==> src/verilog/liu_pkg.sv <==
// Constants and types shared by the line interface channel data path
// Summary of operation
// RULE1: Decoder enabled per channel, single rail only
// RULE2: Decode HDB3 for E1, B8ZS for T1
// RULE3: Nonconforming violation gives one-clock violation pulse
// RULE4: E1 only: excessive zeros also flagged
// RULE5: AMI single rail flags every bipolar violation
// RULE6: Edge select 1 falling, 0 rising output update
// RULE7: Jitter attenuator in receive, transmit, or bypassed
// RULE8: FIFO depth selectable 2x32 or 2x64
// RULE9: Latency 16 or 32 bit periods
// RULE10: Near pointer limits widen bandwidth until clear
// RULE11: T1 bandwidth fixed at 3 Hz
// RULE12: E1 narrow: 10 to 1.5 Hz, forces 64
// RULE13: Host mode per channel, hardware mode global
// RULE14: Transmit path smooths gaps up to 20/50 UI
// RULE15: Loop timing systems use receive path placement
// RULE16: Pulse built from eight 7-bit segment words
// RULE17: Segment bit 7 is sign, 1 positive
// RULE18: Segment words reset to zero
// RULE19: Code select high AMI, low HDB3/B8ZS
// RULE20: E1 when top two equalizer bits set
// RULE21: FIFO written by path clock, read by master; near full the code also reads on every path clock write
package liu_pkg;
	localparam int ADDR_W = 8;
	localparam logic [ADDR_W-1:0] OFF_CTRL = 8'h00;
	localparam logic [ADDR_W-1:0] OFF_STAT = 8'h04;
	localparam logic [ADDR_W-1:0] OFF_VIOL = 8'h08;
	localparam logic [ADDR_W-1:0] OFF_SEG0 = 8'h10;
	localparam int WORD_SHIFT = 2;

	localparam int SEG_COUNT = 8;
	localparam int SEG_W     = 8;
	localparam int SEG_SIGN  = 7;
	localparam int SEG_IDX_W = 3;
	localparam logic [SEG_W-1:0] SEG_RESET = 8'h00;

	localparam int CTL_W      = 16;
	localparam logic [CTL_W-1:0] CTL_RESET = 16'h0000;
	localparam int CTL_CODE   = 0;
	localparam int CTL_SRAIL  = 1;
	localparam int CTL_EDGE   = 2;
	localparam int CTL_NARROW = 3;
	localparam int CTL_DEEP   = 4;
	localparam int CTL_JA     = 5;
	localparam int CTL_EQC    = 8;

	localparam int EQC_W    = 5;
	localparam int EQC_E1_A = 4;
	localparam int EQC_E1_B = 3;

	localparam int STAT_E1   = 0;
	localparam int STAT_WIDE = 1;
	localparam int STAT_DEEP = 2;
	localparam int STAT_RUN  = 3;
	localparam int STAT_FILL = 8;
	localparam int STAT_BW   = 16;

	typedef enum logic [1:0] {
		JA_OFF  = 2'b00,
		JA_RX   = 2'b01,
		JA_TX   = 2'b10,
		JA_NONE = 2'b11
	} ja_path_t;

	typedef enum logic {
		JA_FILLING = 1'b0,
		JA_RUNNING = 1'b1
	} ja_state_t;

	localparam int FIFO_W       = 2;
	localparam int FIFO_SHALLOW = 32;
	localparam int FIFO_DEEP    = 64;
	localparam int FILL_W       = 7;
	localparam int NEAR_WIN     = 2;
	localparam int GAP_SHALLOW_UI = 20;
	localparam int GAP_DEEP_UI    = 50;

	// Loop bandwidth in tenths of a hertz
	localparam logic [7:0] BW_T1_DHZ        = 8'h1e;
	localparam logic [7:0] BW_E1_WIDE_DHZ   = 8'h64;
	localparam logic [7:0] BW_E1_NARROW_DHZ = 8'h0f;

	localparam int DEC_WIN  = 8;
	localparam int ZRUN_W   = 3;
	localparam logic [ZRUN_W-1:0] HDB3_ZERO_RUN = 3'h4;
	localparam int VIOL_CNT_W = 16;

	localparam int PIN_RXCLK  = 0;
	localparam int PIN_RXPOS  = 1;
	localparam int PIN_RXNEG  = 2;
	localparam int PIN_TXCLK  = 3;
	localparam int PIN_TXDAT  = 4;
	localparam int PIN_TXNEG  = 5;
	localparam int PIN_MCLK   = 6;
	localparam int PIN_SRAIL  = 7;
	localparam int PIN_EDGE   = 8;
	localparam int PIN_NARROW = 9;
	localparam int PIN_DEEP   = 10;
	localparam int PIN_HOST   = 11;
	localparam int PIN_JA     = 12;
	localparam int PIN_EQC    = 14;
	localparam int SYNC_W     = 19;
endpackage

==> src/verilog/ja_if.sv <==
// Link between the channel top and its jitter attenuator FIFO
`timescale 1ns/10ps
interface ja_if;
	import liu_pkg::*;
	logic                wr_en;
	logic [FIFO_W-1:0]   wr_data;
	logic                tick;
	logic                deep;
	logic                flush;
	logic                rd_valid;
	logic [FIFO_W-1:0]   rd_data;
	logic [FILL_W-1:0]   fill;
	logic                wide;
	logic                running;
	modport fifo (input wr_en, wr_data, tick, deep, flush,
		output rd_valid, rd_data, fill, wide, running);
	modport user (output wr_en, wr_data, tick, deep, flush,
		input rd_valid, rd_data, fill, wide, running);
endinterface

==> src/verilog/ja_fifo.sv <==
// Jitter attenuator FIFO with elastic fill and bandwidth widening
`timescale 1ns/10ps
module ja_fifo
	import liu_pkg::*;
#(
	parameter int WIDTH   = FIFO_W,
	parameter int DEPTH   = FIFO_DEEP,
	parameter int SHALLOW = FIFO_SHALLOW
)
(
	input  wire logic clk_in,
	input  wire logic nrst_in,
	input  wire logic ce_in,
	ja_if.fifo        port
);
	localparam int PTR_W = $clog2(DEPTH);
	logic [WIDTH-1:0]  mem [DEPTH];
	logic [PTR_W-1:0]  wr_ptr;
	logic [PTR_W-1:0]  rd_ptr;
	logic [FILL_W-1:0] count;
	logic [FILL_W-1:0] size;
	ja_state_t         state;
	logic              near_empty;
	logic              near_full;
	logic              do_read;
	logic              do_write;

	always_comb begin
		size = port.deep ? FILL_W'(DEPTH) : FILL_W'(SHALLOW); //RULE8
		near_empty = count <= FILL_W'(NEAR_WIN);
		near_full  = count >= size - FILL_W'(NEAR_WIN);
		// Near full the read follows the writer as well as the master tick; near empty the tick reads nothing
		do_read = (state == JA_RUNNING) && (count != '0) &&
			((port.tick && !near_empty) || (near_full && port.wr_en)); //RULE10 RULE21
		do_write = port.wr_en && ((count < size) || do_read); //RULE21
	end

	always_ff @(posedge clk_in) begin
		if (do_write && ce_in && !port.flush) begin
			mem[wr_ptr] <= port.wr_data;
		end
	end

	always_ff @(posedge clk_in) begin
		if (!nrst_in) begin
			wr_ptr <= '0;
			rd_ptr <= '0;
			count  <= '0;
			state  <= JA_FILLING;
			port.rd_valid <= 1'b0;
			port.rd_data  <= '0;
			port.wide     <= 1'b0;
		end else if (ce_in) begin
			port.rd_valid <= 1'b0;
			port.wide <= (state == JA_RUNNING) && (near_empty || near_full); //RULE10
			if (port.flush) begin
				wr_ptr <= '0;
				rd_ptr <= '0;
				count  <= '0;
				state  <= JA_FILLING;
			end else begin
				if (do_write) begin
					wr_ptr <= wr_ptr + PTR_W'(1);
				end
				if (do_read) begin
					rd_ptr <= rd_ptr + PTR_W'(1);
					port.rd_data  <= mem[rd_ptr];
					port.rd_valid <= 1'b1;
				end
				count <= count + FILL_W'(do_write) - FILL_W'(do_read);
				case (state)
					JA_FILLING: begin
						// Reading starts half full: 16 or 32 bits of delay
						if (count >= (size >> 1)) begin //RULE9
							state <= JA_RUNNING;
						end
					end
					JA_RUNNING: begin
						if (count == '0) begin
							state <= JA_FILLING;
						end
					end
					default: state <= JA_FILLING;
				endcase
			end
		end
	end

	assign port.fill    = count;
	assign port.running = state == JA_RUNNING;
endmodule

==> src/verilog/liu_channel_digital_datapath.sv <==
// Channel digital data path: pin sampling, decoder, jitter attenuator, registers
`timescale 1ns/10ps
module liu_channel_digital_datapath
	import liu_pkg::*;
(
	input  wire logic                       clk_in,
	input  wire logic                       nrst_in,
	input  wire logic                       ce_in,
	input  wire logic                       hsel_in,
	input  wire logic [31:0]                haddr_in,
	input  wire logic [1:0]                 htrans_in,
	input  wire logic                       hwrite_in,
	input  wire logic [2:0]                 hsize_in,
	input  wire logic [31:0]                hwdata_in,
	input  wire logic                       hready_in,
	output logic      [31:0]                hrdata_out,
	output logic                            hreadyout_out,
	output logic                            hresp_out,
	input  wire logic                       host_mode_in,
	input  wire logic                       single_rail_in,
	input  wire logic                       rx_output_edge_select_in,
	input  wire logic [EQC_W-1:0]           equalizer_config_in,
	input  wire logic                       jitter_bw_narrow_in,
	input  wire logic [1:0]                 ja_path_select_in,
	input  wire logic                       fifo_deep_in,
	input  wire logic                       mclk_in,
	input  wire logic                       rx_clk_in,
	input  wire logic                       rx_pos_in,
	input  wire logic                       rx_neg_in,
	input  wire logic                       tx_clk_in,
	input  wire logic                       tx_data_in,
	input  wire logic                       tx_neg_or_code_select_in,
	output logic                            rx_clk_out,
	output logic                            rx_pos_or_data_out,
	output logic                            rx_neg_or_violation_out,
	output logic                            tx_clk_out,
	output logic                            tx_data_out,
	output logic                            tx_neg_out,
	output logic                            pulse_active_out,
	output logic                            pulse_positive_out,
	output logic      [SEG_SIGN-1:0]        pulse_level_out
);
	logic [SYNC_W-1:0]     pins_raw;
	logic [SYNC_W-1:0]     sync1;
	logic [SYNC_W-1:0]     sync2;
	logic [SYNC_W-1:0]     sync3;
	logic [SYNC_W-1:0]     pin;
	logic [SYNC_W-1:0]     pin_d;
	logic [CTL_W-1:0]      ctrl;
	logic [SEG_W-1:0]      seg [SEG_COUNT];
	logic [VIOL_CNT_W-1:0] viol_cnt;
	logic                  host;
	logic                  code_ami;
	logic                  single_rail;
	logic                  edge_sel;
	logic [EQC_W-1:0]      equalizer_config;
	logic                  e1;
	logic                  narrow;
	logic                  deep_eff;
	logic [7:0]            bw_code;
	ja_path_t              ja_path;
	ja_path_t              ja_path_d;
	logic                  ja_rx;
	logic                  ja_tx;
	logic                  rx_rise;
	logic                  tx_rise;
	logic                  mclk_rise;
	logic                  dec_en;
	logic [FIFO_W-1:0]     dec_rails;
	logic                  dec_data;
	logic                  dec_viol;
	logic                  raw_pos;
	logic                  raw_neg;
	logic                  fresh;
	logic                  src_now;
	logic                  src_prev;
	logic                  out_edge;
	logic                  tx_en;
	logic [FIFO_W-1:0]     tx_src;
	logic                  pulse_run;
	logic [SEG_IDX_W-1:0]  seg_idx;
	logic                  dp_write;
	logic                  dp_read;
	logic                  rd_done;
	logic                  dp_hit;
	logic [ADDR_W-1:0]     dp_addr;
	logic                  accept;

	ja_if jbus ();

	function automatic logic rose(input logic now, input logic prev);
		return now & ~prev;
	endfunction

	function automatic logic is_seg(input logic [ADDR_W-1:0] a);
		return (a >= OFF_SEG0) && (a < OFF_SEG0 + ADDR_W'(SEG_COUNT << WORD_SHIFT));
	endfunction

	function automatic logic [SEG_IDX_W-1:0] seg_of(input logic [ADDR_W-1:0] a);
		logic [ADDR_W-1:0] rel;
		rel = a - OFF_SEG0;
		return rel[WORD_SHIFT +: SEG_IDX_W];
	endfunction

	// Every outside pin passes three stages; a level counts once stages two and three agree
	assign pins_raw = {equalizer_config_in, ja_path_select_in, host_mode_in, fifo_deep_in,
		jitter_bw_narrow_in, rx_output_edge_select_in, single_rail_in, mclk_in,
		tx_neg_or_code_select_in, tx_data_in, tx_clk_in, rx_neg_in, rx_pos_in, rx_clk_in};

	always_ff @(posedge clk_in) begin
		if (!nrst_in) begin
			sync1 <= '0;
			sync2 <= '0;
			sync3 <= '0;
			pin   <= '0;
			pin_d <= '0;
		end else if (ce_in) begin
			sync1 <= pins_raw;
			sync2 <= sync1;
			sync3 <= sync2;
			pin   <= (sync3 & ~(sync2 ^ sync3)) | (pin & (sync2 ^ sync3));
			pin_d <= pin;
		end
	end

	// Host mode takes the register, hardware mode the shared pins
	always_comb begin
		host        = pin[PIN_HOST];
		code_ami    = host ? ctrl[CTL_CODE] : pin[PIN_TXNEG]; //RULE1 RULE19
		single_rail = host ? ctrl[CTL_SRAIL] : pin[PIN_SRAIL];
		edge_sel    = host ? ctrl[CTL_EDGE] : pin[PIN_EDGE];
		equalizer_config         = host ? ctrl[CTL_EQC +: EQC_W] : pin[PIN_EQC +: EQC_W];
		narrow      = host ? ctrl[CTL_NARROW] : pin[PIN_NARROW]; //RULE13
		ja_path     = ja_path_t'(host ? ctrl[CTL_JA +: 2] : pin[PIN_JA +: 2]); //RULE13
		e1          = equalizer_config[EQC_E1_A] & equalizer_config[EQC_E1_B]; //RULE20
		deep_eff    = (host ? ctrl[CTL_DEEP] : pin[PIN_DEEP]) | (e1 & narrow); //RULE12
		if (!e1) begin
			bw_code = BW_T1_DHZ; //RULE11
		end else if (narrow) begin
			bw_code = BW_E1_NARROW_DHZ; //RULE12
		end else begin
			bw_code = BW_E1_WIDE_DHZ;
		end
		ja_rx = ja_path == JA_RX; //RULE7
		ja_tx = ja_path == JA_TX; //RULE7
		rx_rise   = rose(pin[PIN_RXCLK], pin_d[PIN_RXCLK]);
		tx_rise   = rose(pin[PIN_TXCLK], pin_d[PIN_TXCLK]);
		mclk_rise = rose(pin[PIN_MCLK], pin_d[PIN_MCLK]);
	end

	// One FIFO serves whichever path holds the attenuator
	assign jbus.wr_en   = (ja_rx & rx_rise) | (ja_tx & tx_rise); //RULE21
	assign jbus.wr_data = ja_rx ? {pin[PIN_RXNEG], pin[PIN_RXPOS]}
		: {pin[PIN_TXNEG], pin[PIN_TXDAT]};
	assign jbus.tick    = mclk_rise & (ja_rx | ja_tx); //RULE21
	assign jbus.deep    = deep_eff;
	assign jbus.flush   = !(ja_rx | ja_tx) || (ja_path != ja_path_d);

	ja_fifo u_fifo (
		.clk_in  (clk_in),
		.nrst_in (nrst_in),
		.ce_in   (ce_in),
		.port    (jbus.fifo)
	);

	assign dec_en    = ja_rx ? jbus.rd_valid : rx_rise;
	assign dec_rails = ja_rx ? jbus.rd_data : {pin[PIN_RXNEG], pin[PIN_RXPOS]};

	rx_decoder u_dec (
		.clk_in       (clk_in),
		.nrst_in      (nrst_in),
		.ce_in        (ce_in),
		.bit_en_in    (dec_en),
		.pos_in       (dec_rails[0]),
		.neg_in       (dec_rails[1]),
		.decode_in    (single_rail & ~code_ami), //RULE1
		.ami_check_in (single_rail & code_ami), //RULE5
		.e1_in        (e1),
		.data_out     (dec_data),
		.viol_out     (dec_viol)
	);

	// Output clock is the smoothed master when the attenuator sits on receive
	assign src_now  = ja_rx ? pin[PIN_MCLK] : pin[PIN_RXCLK];
	assign src_prev = ja_rx ? pin_d[PIN_MCLK] : pin_d[PIN_RXCLK];
	assign out_edge = edge_sel ? rose(src_prev, src_now) : rose(src_now, src_prev); //RULE6

	always_ff @(posedge clk_in) begin
		if (!nrst_in) begin
			ja_path_d               <= JA_OFF;
			raw_pos                 <= 1'b0;
			raw_neg                 <= 1'b0;
			fresh                   <= 1'b0;
			rx_clk_out              <= 1'b0;
			rx_pos_or_data_out      <= 1'b0;
			rx_neg_or_violation_out <= 1'b0;
		end else if (ce_in) begin
			ja_path_d  <= ja_path;
			rx_clk_out <= src_now;
			if (dec_en) begin
				raw_pos <= dec_rails[0];
				raw_neg <= dec_rails[1];
			end
			// A new bit wins over consumption in the same cycle
			if (dec_en) begin
				fresh <= 1'b1;
			end else if (out_edge) begin
				fresh <= 1'b0;
			end
			if (out_edge) begin
				rx_pos_or_data_out <= single_rail ? dec_data : raw_pos;
				// Stale bits read as no violation so a pulse lasts one clock
				rx_neg_or_violation_out <= single_rail ? (dec_viol & fresh) : raw_neg; //RULE3
			end
		end
	end

	// Transmit: pass through, or smooth a gapped clock through the FIFO
	assign tx_en  = ja_tx ? jbus.rd_valid : tx_rise; //RULE14
	assign tx_src = ja_tx ? jbus.rd_data : {pin[PIN_TXNEG], pin[PIN_TXDAT]};

	always_ff @(posedge clk_in) begin
		if (!nrst_in) begin
			tx_clk_out  <= 1'b0;
			tx_data_out <= 1'b0;
			tx_neg_out  <= 1'b0;
		end else if (ce_in) begin
			tx_clk_out <= ja_tx ? pin[PIN_MCLK] : pin[PIN_TXCLK]; //RULE14
			if (tx_en) begin
				tx_data_out <= tx_src[0];
				// In single rail the negative pin carries code select, not data
				tx_neg_out  <= single_rail ? 1'b0 : tx_src[1];
			end
		end
	end

	// Each mark plays the eight segment words, one per clock
	always_ff @(posedge clk_in) begin
		if (!nrst_in) begin
			pulse_run          <= 1'b0;
			seg_idx            <= '0;
			pulse_active_out   <= 1'b0;
			pulse_positive_out <= 1'b0;
			pulse_level_out    <= '0;
		end else if (ce_in) begin
			if (tx_en && (tx_src[0] | (tx_src[1] & ~single_rail))) begin
				pulse_run <= 1'b1;
				seg_idx   <= '0;
			end else if (pulse_run) begin
				seg_idx   <= seg_idx + SEG_IDX_W'(1);
				pulse_run <= seg_idx != SEG_IDX_W'(SEG_COUNT - 1); //RULE16
			end
			pulse_active_out   <= pulse_run;
			pulse_positive_out <= pulse_run & seg[seg_idx][SEG_SIGN]; //RULE17
			pulse_level_out    <= pulse_run ? seg[seg_idx][SEG_SIGN-1:0] : '0; //RULE16
		end
	end

	// AHB-Lite slave: writes take no wait, reads take one
	assign accept        = hsel_in & htrans_in[1] & hready_in;
	assign hreadyout_out = !(dp_read && !rd_done);
	assign hresp_out     = 1'b0;

	always_ff @(posedge clk_in) begin
		if (!nrst_in) begin
			dp_write   <= 1'b0;
			dp_read    <= 1'b0;
			rd_done    <= 1'b0;
			dp_hit     <= 1'b0;
			dp_addr    <= '0;
			hrdata_out <= '0;
		end else if (ce_in) begin
			if (hready_in) begin
				dp_write <= accept & hwrite_in;
				dp_read  <= accept & ~hwrite_in;
				dp_hit   <= haddr_in[31:ADDR_W] == '0;
				dp_addr  <= haddr_in[ADDR_W-1:0];
				rd_done  <= 1'b0;
			end else if (dp_read) begin
				rd_done    <= 1'b1;
				hrdata_out <= '0;
				if (!dp_hit) begin
					hrdata_out <= '0;
				end else if (dp_addr == OFF_CTRL) begin
					hrdata_out <= {{(32-CTL_W){1'b0}}, ctrl};
				end else if (dp_addr == OFF_STAT) begin
					hrdata_out[STAT_E1]   <= e1;
					hrdata_out[STAT_WIDE] <= jbus.wide;
					hrdata_out[STAT_DEEP] <= deep_eff;
					hrdata_out[STAT_RUN]  <= jbus.running;
					hrdata_out[STAT_FILL +: FILL_W] <= jbus.fill;
					hrdata_out[STAT_BW +: 8] <= bw_code;
				end else if (dp_addr == OFF_VIOL) begin
					hrdata_out <= {{(32-VIOL_CNT_W){1'b0}}, viol_cnt};
				end else if (is_seg(dp_addr)) begin
					hrdata_out <= {{(32-SEG_W){1'b0}}, seg[seg_of(dp_addr)]};
				end
			end
		end
	end

	always_ff @(posedge clk_in) begin
		if (!nrst_in) begin
			ctrl <= CTL_RESET;
			for (int i = 0; i < SEG_COUNT; i++) begin
				seg[i] <= SEG_RESET; //RULE18
			end
		end else if (ce_in && dp_write && hready_in && dp_hit) begin
			if (dp_addr == OFF_CTRL) begin
				ctrl <= hwdata_in[CTL_W-1:0];
			end else if (is_seg(dp_addr)) begin
				seg[seg_of(dp_addr)] <= hwdata_in[SEG_W-1:0];
			end
		end
	end

	// Violation count: a new violation wins over a software clear
	always_ff @(posedge clk_in) begin
		if (!nrst_in) begin
			viol_cnt <= '0;
		end else if (ce_in) begin
			if (out_edge && single_rail && dec_viol && fresh) begin
				viol_cnt <= viol_cnt + VIOL_CNT_W'(1);
			end else if (dp_write && hready_in && dp_hit && dp_addr == OFF_VIOL) begin
				viol_cnt <= '0;
			end
		end
	end
endmodule

==> src/verilog/rx_decoder.sv <==
// Receive line code decoder with violation detection
`timescale 1ns/10ps
module rx_decoder
	import liu_pkg::*;
(
	input  wire logic clk_in,
	input  wire logic nrst_in,
	input  wire logic ce_in,
	input  wire logic bit_en_in,
	input  wire logic pos_in,
	input  wire logic neg_in,
	input  wire logic decode_in,
	input  wire logic ami_check_in,
	input  wire logic e1_in,
	output logic      data_out,
	output logic      viol_out
);
	// Index 0 holds the newest bit; the oldest leaves the window
	logic [DEC_WIN-1:0] mark;
	logic [DEC_WIN-1:0] pol;
	logic [DEC_WIN-1:0] err;
	logic               last_pol;
	logic               seen;
	logic [ZRUN_W-1:0]  zrun;
	logic               is_mark;
	logic               bpv;
	logic               hdb3_ok;
	logic               b8zs_ok;
	logic               new_mark;
	logic               new_err;
	logic [DEC_WIN-1:0] keep;

	always_comb begin
		is_mark = pos_in | neg_in;
		bpv = is_mark && seen && (pos_in == last_pol);
		hdb3_ok = bpv && (mark[1:0] == 2'b00);
		b8zs_ok = is_mark && mark[0] && !mark[1] && mark[2] && mark[3] &&
			(mark[6:4] == 3'b000) && (pol[3] != pol[2]) &&
			(pol[0] == pol[2]) && (pos_in != pol[0]);
		keep = '1;
		new_mark = is_mark;
		new_err = 1'b0;
		if (decode_in) begin
			if (e1_in) begin
				if (hdb3_ok) begin //RULE2
					new_mark = 1'b0;
					keep[2] = 1'b0;
				end else begin
					new_err = bpv; //RULE3
				end
				if (!is_mark && (zrun == HDB3_ZERO_RUN - 3'h1)) begin
					new_err = 1'b1; //RULE4
				end
			end else begin
				if (b8zs_ok) begin //RULE2
					new_mark = 1'b0;
					keep[0] = 1'b0;
					keep[2] = 1'b0;
					keep[3] = 1'b0;
				end
				new_err = bpv;
			end
		end else if (ami_check_in) begin
			new_err = bpv; //RULE5
		end
	end

	// B8ZS violations are flagged on entry and withdrawn once the pattern completes
	always_ff @(posedge clk_in) begin
		if (!nrst_in) begin
			mark     <= '0;
			pol      <= '0;
			err      <= '0;
			last_pol <= 1'b0;
			seen     <= 1'b0;
			zrun     <= '0;
			data_out <= 1'b0;
			viol_out <= 1'b0;
		end else if (ce_in && bit_en_in) begin
			data_out <= decode_in ? mark[DEC_WIN-1] : is_mark;
			viol_out <= decode_in ? err[DEC_WIN-1] : new_err;
			mark <= {mark[DEC_WIN-2:0] & keep[DEC_WIN-2:0], new_mark};
			err  <= {err[DEC_WIN-2:0] & keep[DEC_WIN-2:0], new_err & keep[0]};
			pol  <= {pol[DEC_WIN-2:0], pos_in};
			if (is_mark) begin
				last_pol <= pos_in;
				seen     <= 1'b1;
				zrun     <= '0;
			end else if (zrun != HDB3_ZERO_RUN) begin
				zrun <= zrun + 3'h1;
			end
		end
	end
endmodule
==> config.mk <==
export PLATFORM = sky130hd
export DESIGN_NAME = liu_channel_digital_datapath
export DESIGN_NICKNAME = d
export VERILOG_FILES = /design/src/verilog/liu_pkg.sv /design/src/verilog/ja_if.sv /design/src/verilog/ja_fifo.sv /design/src/verilog/liu_channel_digital_datapath.sv /design/src/verilog/rx_decoder.sv
export SDC_FILE = /design/constraint.sdc
export NUM_CORES = 1
export LEC_CHECK = 0
export BUFFER_PORTS_ARGS = -buffer_cell sky130_fd_sc_hd__buf_2
export CORE_AREA = 2 2 248 250
export CTS_CLUSTER_SIZE = 24
export DETAILED_ROUTE_END_ITERATION = 8
export DIE_AREA = 0 0 250 252
export SYNTH_ARGS = -nofsm -noshare
export SYNTH_HDL_FRONTEND = slang
export SYNTH_SLANG_ARGS = --single-unit
==> constraint.sdc <==
create_clock -name clk_in -period 8.7 [get_ports clk_in]
set_input_delay 0.87 -clock clk_in [delete_from_list [all_inputs] [get_ports clk_in]]
set_output_delay 0.87 -clock clk_in [all_outputs]
set_load 0.02 [all_outputs]
# ---- Yosys cells after proc, flatten, opt, wreduce, memory -nomap -nowiden
# Memory sizes are Yosys's and may differ from the RTL's. A register that Yosys moved wholly into a read port is not among the register bits.
# Cells that the tools add are included.
dict set report totals {
  register_bits 232
  ram_bits 192
  out_inout_bits 49
  elab_cells 276
  n_memories 2
}
# memory words width rd rd_clocked_by_memory_dff write_ports line
set mem_list {}
lappend mem_list {u_fifo.mem 64 2 1 1 1 ja_fifo.sv:17} ;# logic [WIDTH-1:0] mem [DEPTH];
lappend mem_list {seg 8 8 2 1 8 liu_channel_digital_datapath.sv:50} ;# logic [SEG_W-1:0] seg [SEG_COUNT];
dict set report classes {
  n_addsub 9
  order_cmp 6
  eq_ne 12
  n_mux 88
  bitwise 43
  n_reduce_logical 74
}
# operator count
set ops {}
lappend ops {{32-bit 2-to-1 mux} 3}
lappend ops {{1-bit 2-to-1 mux} 52}
lappend ops {{7-bit 2-to-1 mux} 6}
lappend ops {{19-bit bitwise AND} 2}
lappend ops {{1-bit logical AND} 33}
lappend ops {{16-bit 2-to-1 mux} 2}
lappend ops {{8-bit 2-to-1 mux} 4}
lappend ops {{2-bit AND reduction} 13}
lappend ops {{24-bit logical NOT} 1}
lappend ops {{6-bit 2-to-1 mux} 4}
lappend ops {{3-bit 2-to-1 mux} 7}
lappend ops {{1-bit bitwise AND} 20}
lappend ops {{19-bit inverter} 1}
lappend ops {{19-bit OR} 1}
lappend ops {{19-bit XOR} 1}
lappend ops {{16-bit by 1-bit adder with 16-bit output, second input constant} 1}
lappend ops {{7-bit bitwise AND} 2}
lappend ops {{2-bit nonzero test} 7}
lappend ops {{6-bit by 1-bit adder with 6-bit output, second input constant} 2}
lappend ops {{2-bit 2-to-1 mux} 6}
lappend ops {{1-bit inverter} 11}
lappend ops {{8-bit by 3-bit == test with 1-bit output, second input constant} 1}
lappend ops {{8-bit by 4-bit == test with 1-bit output, second input constant} 1}
lappend ops {{8-bit by 5-bit >= comparator with 1-bit output, second input constant} 1}
lappend ops {{30 further kinds} 50}

# ---- Longest topological paths before layout
dict set report depth {
  depth_word 16
  ltp_mapped 20
  mapped_depth_nobuf 18
}

# ---- Modules after synthesis
# From an unflattened synthesis, not the netlist that was laid out.
dict set report hier_totals {
  hier_cells 1687
  area_unflattened_um2 18841.8
}
# module instances cells_per_inst area_per_inst_um2
set modules_own_cells {}
lappend modules_own_cells {liu_channel_digital_datapath 1 1027 10453.8}
lappend modules_own_cells {ja_fifo 1 514 7158.1}
lappend modules_own_cells {rx_decoder 1 146 1229.9}

# ---- Worst setup path before layout
# Ideal clock, no wire load.
dict set report synth_timing {
  path_type {register to register}
  startpoint {reg (tool-made name)}
  endpoint {reg u_fifo.count[6] (netlist: u_fifo.port.fill[6])}
  setup_time_ns 0.101
  arrival_time_ns 3.778
  required_time_ns 8.599
  slack_ns 4.821
  path_stages_with_launch 17
  path_buffers 1
  period_less_slack_ns 3.879
  cell_sequence {dfxtp_1 -> buf_2 -> mux2i_1 -> inv_1 -> ha_1 -> or3b_1 -> a311o_1 -> a222oi_1 -> ha_1 -> fa_1 -> nand2b_1 -> a21oi_1 -> o21bai_1 -> a21oi_1 -> nor2_1 -> xnor2_1 -> o41ai_1}
}
# element line
set synth_rtl {}
lappend synth_rtl {{end signal: assignment} ja_fifo.sv:70} ;# count <= count + FILL_W'(do_write) - FILL_W'(do_read);
lappend synth_rtl {{end: declaration} ja_fifo.sv:20} ;# logic [FILL_W-1:0] count;

==> impl_metrics.csv <==
group,metric,value,unit
setup_path,worstPathArrival,4.82,ns
setup_path,r2r_setup_slack,4.12,ns
synthesis,synthMuxAreaShare,13.4,%
synthesis,yosys.area_share.adder,2.06,%
drt,first_pass_iters,5,
floorplan,dieArea,63000,um^2
hold_path,hold_class,"flip-flop to flip-flop",
clock_network,clock_sinks,401,
grt,antenna_found_initial,1,
synthesis,synthXorXnorAreaFrac,1.07,%
grt,grt_pass1_wl,67.9,mm
setup_path,setup.worst_path.class,"flip-flop to flip-flop",
timing,setup_viol,0,
drt,wirelength,43.7,mm
synthesis,synthSimpleGateAreaFrac,15.3,%
floorplan,die_h,252,um
setup_path,cp-start-kind,"flip-flop",
drt,dr_total_vias,12600,
drt,vias_per_cell,4.95,
clock_network,cts_buffers,43,
power_and_ir_drop,p_per_area,190,nW/um^2
timing,tightest_slew,1.17,ns
timing,drv_slew,0,
clock_network,post_cts_buffers,0,
grt,grt_start_max_net_pins,109,
place,gp_congestion,0.839,
job,drv_cap,0,
synthesis,synth_edf_count,192,
synthesis,syn_avg_cell_area,10.9,um^2
floorplan,core_area,60100,um^2
power_and_ir_drop,ir_drop,0.132,mV
synthesis,synth-compound-area-share,9.54,%
timing,rsz0062_at_grt,"false",
synthesis,syn_inst,1647,
timing,min_period_over_period,52.7,%
timing,max_freq,218,MHz
finish,area_delta_synth_final,14.4,%
drt,wl_per_cell,17.2,um
clock_network,cts.hold.buffers_added,0,
finish,final_nets,1845,
grt,grt_pass1_vias,12200,
synthesis,synth-async-reset-ratio,0,%
synthesis,synth_top_family_by_area,"simple AND/OR/NAND/NOR gates",
synthesis,ys_types,65,
clock_network,ctsLongestPathBuffers,3,
floorplan,ios,143,
clock_network,path_clk_slew,0.06,ns
place,placed_area,19200,um^2
synthesis,synthesis.area,18000,um^2
setup_path,cp-end-kind,"flip-flop",
setup_path,cp.required,8.94,ns
drt,drc,0,
finish,fillers,6040,
timing,relSlewSlack,21.9,%
grt,track_usage,13.6,%
finish,drive_above_1_share,15.2,%
grt,gr-total-overflow,0,
clock_network,cts_max_level,2,
clock_network,clk_latency,0.57,ns
synthesis,synth-warning-count,0,
clock_network,cts_resized,0,
clock_network,cts-root-buf,"clkbuf_16",
finish,fin_area,20500,um^2
finish,final_util,34.2,%
synthesis,ys.flop_type,"dfxtp_1",
drt,initialDrtViolationCount,851,
timing,finalHoldViolCount,0,
place,portBuffers,109,
clock_network,cts_tree,"yes",
timing,fin_setup_tns,0,ns
synthesis,ys_seq_area_share,55.4,%
run_status,status,"complete, no violations",
hold_path,hp-start,"dp_write",
power_and_ir_drop,p_leak,7.48,nW
place,hpwl,29.6,mm
finish,diodes,0,
timing,final.min_clock_period,4.58,ns
timing,fin_skew,0.0329,ns
drt,ant_nets,0,
floorplan,die_w,250,um
synthesis,synth_seq_cells,401,
floorplan,rows,90,
floorplan,initial_utilization,29.9,%
setup_path,crit_fanout,14,
-- per-stage QoR --
stage,hold WS (ns),power [W],setup WS [ns],std cells
2_1_floorplan,0.428,0.00213,4.82,1656
3_3_place_gp,0.437,0.00218,4.18,2459
3_5_place_dp,0.441,0.00218,4.10,2459
4_1_cts,0.452,0.00395,4.08,2537
5_1_grt,0.460,0.00403,3.62,2537
6_report,0.451,0.00391,4.12,2537
-- worst paths after layout --
check	cells after the start	to
setup / recovery	9	u_fifo.mem[63][0]
hold / removal	2	dp_write
setup reg to reg	9	u_fifo.mem[63][0]
hold reg to reg	2	dp_write
-- layout make-up --
type	instances	area, um^2	share of cell area, %
flip-flops and latches	401	9950	48.4
multi-input cells	1117	7470	36.4
clock buffers	59	1190	5.78
clock inverters	19	170	0.828
inverters	37	144	0.700
repair buffers	122	646	3.14
well taps	782	978	4.76
-- layout by cell type (no fill, tap or decap), types with 10 or more instances in the layout --
| cell type | instances |
|---|---|
| nor2_1 | 230 |
| dfxtp_1 | 208 |
| edfxtp_1 | 192 |
| nand2_1 | 167 |
| a21oi_1 | 133 |
| buf_2 | 108 |
| mux2i_1 | 102 |
| and2_1 | 67 |
| mux4_2 | 56 |
| nand3_1 | 45 |
| clkbuf_16 | 44 |
| o21ai_0 | 35 |
| inv_1 | 34 |
| ha_1 | 28 |
| a21o_1 | 21 |
| a22oi_1 | 20 |
| xnor2_1 | 19 |
| nor3_1 | 15 |
| buf_4 | 14 |
| nand4_1 | 13 |
| nor2b_1 | 12 |
| o22ai_1 | 12 |
| clkbuf_1 | 12 |
| nand2b_1 | 11 |
| mux2_2 | 11 |
| nor4_1 | 11 |
| a31oi_1 | 10 |
| conb_1 | 10 |
-- sequential cells by signal (all words and copies together), names as in the netlist, 2 cells and up, named ones only --
register,cells
u_fifo.mem,128
seg,64
hrdata_out,21
ctrl,16
sync1,16
sync2,16
sync3,16
viol_cnt,16
dp_addr,8
u_dec.err,8
u_dec.mark,8
pulse_level_out,7
u_fifo.port.fill,7
u_fifo.rd_ptr,6
u_fifo.wr_ptr,6
u_dec.pol,4
pin_d,3
seg_idx,3
u_dec.zrun,3
ja_path_d,2
u_fifo.port.rd_data,2
-- metal layers --
| layer | routed length (um) | track usage [%] |
|---|---|---|
| met5 | 0 | 0 |
| met2 | 20900 | 22.9 |
| met3 | 2130 | 2.02 |
| met1 | 19600 | 17.9 |
| met4 | 1080 | 4.41 |
-- synthesized netlist by cell type (8+ instances only) --
master | instances | area share [%]
a21oi_1 | 133 | 3.7
buf_4 | 13 | 0.54
inv_1 | 34 | 0.71
edfxtp_1 | 192 | 32
a21o_1 | 21 | 0.88
nor3_1 | 15 | 0.42
mux2i_1 | 102 | 5.7
nand2b_1 | 11 | 0.38
buf_1 | 23 | 0.48
dfxtp_1 | 209 | 23
nor2b_1 | 12 | 0.42
nand2_1 | 167 | 3.5
a31oi_1 | 10 | 0.35
nor4_1 | 11 | 0.38
mux2_2 | 11 | 0.69
nand3_1 | 45 | 1.3
a22oi_1 | 20 | 0.84
ha_1 | 28 | 2.0
o221ai_1 | 8 | 0.39
nor2_1 | 230 | 4.8
and2_1 | 67 | 2.3
and3_1 | 8 | 0.28
mux4_2 | 56 | 7.0
nand4_1 | 13 | 0.45
o22ai_1 | 12 | 0.42
xnor2_1 | 19 | 0.93
clkbuf_1 | 61 | 1.3
o21ai_0 | 35 | 0.98
-- power breakdown --
part           switching (W)  internal (W)
logic              0.0000869     0.0000490
clock network       0.000750       0.00102
registers          0.0000166       0.00198
total               0.000853       0.00305
-- logic make-up (layout without fill, tap and decap cells) --
group	after synthesis	count (layout)
multiplexers	169	169
buffers and inverters	138	237
AND/OR/NAND/NOR	604	604
XOR/XNOR	22	22
adder cells (fa/ha/maj)	29	29
other	1	10
flip-flops	401	401
AO/OA/AOI/OAI	283	283
-- worst max-delay path, stage by stage, from the launching register on --
cell and delay, ns:
dfxtp_1 0.69, mux2i_1 0.43, inv_1 0.08, ha_1 0.32, or3b_1 0.37, a311o_1 0.31, a222oi_1 0.77, and3_1 0.50
nand4_1 0.44, nor2_1 0.35
Power figures use the tool's default switching activity.
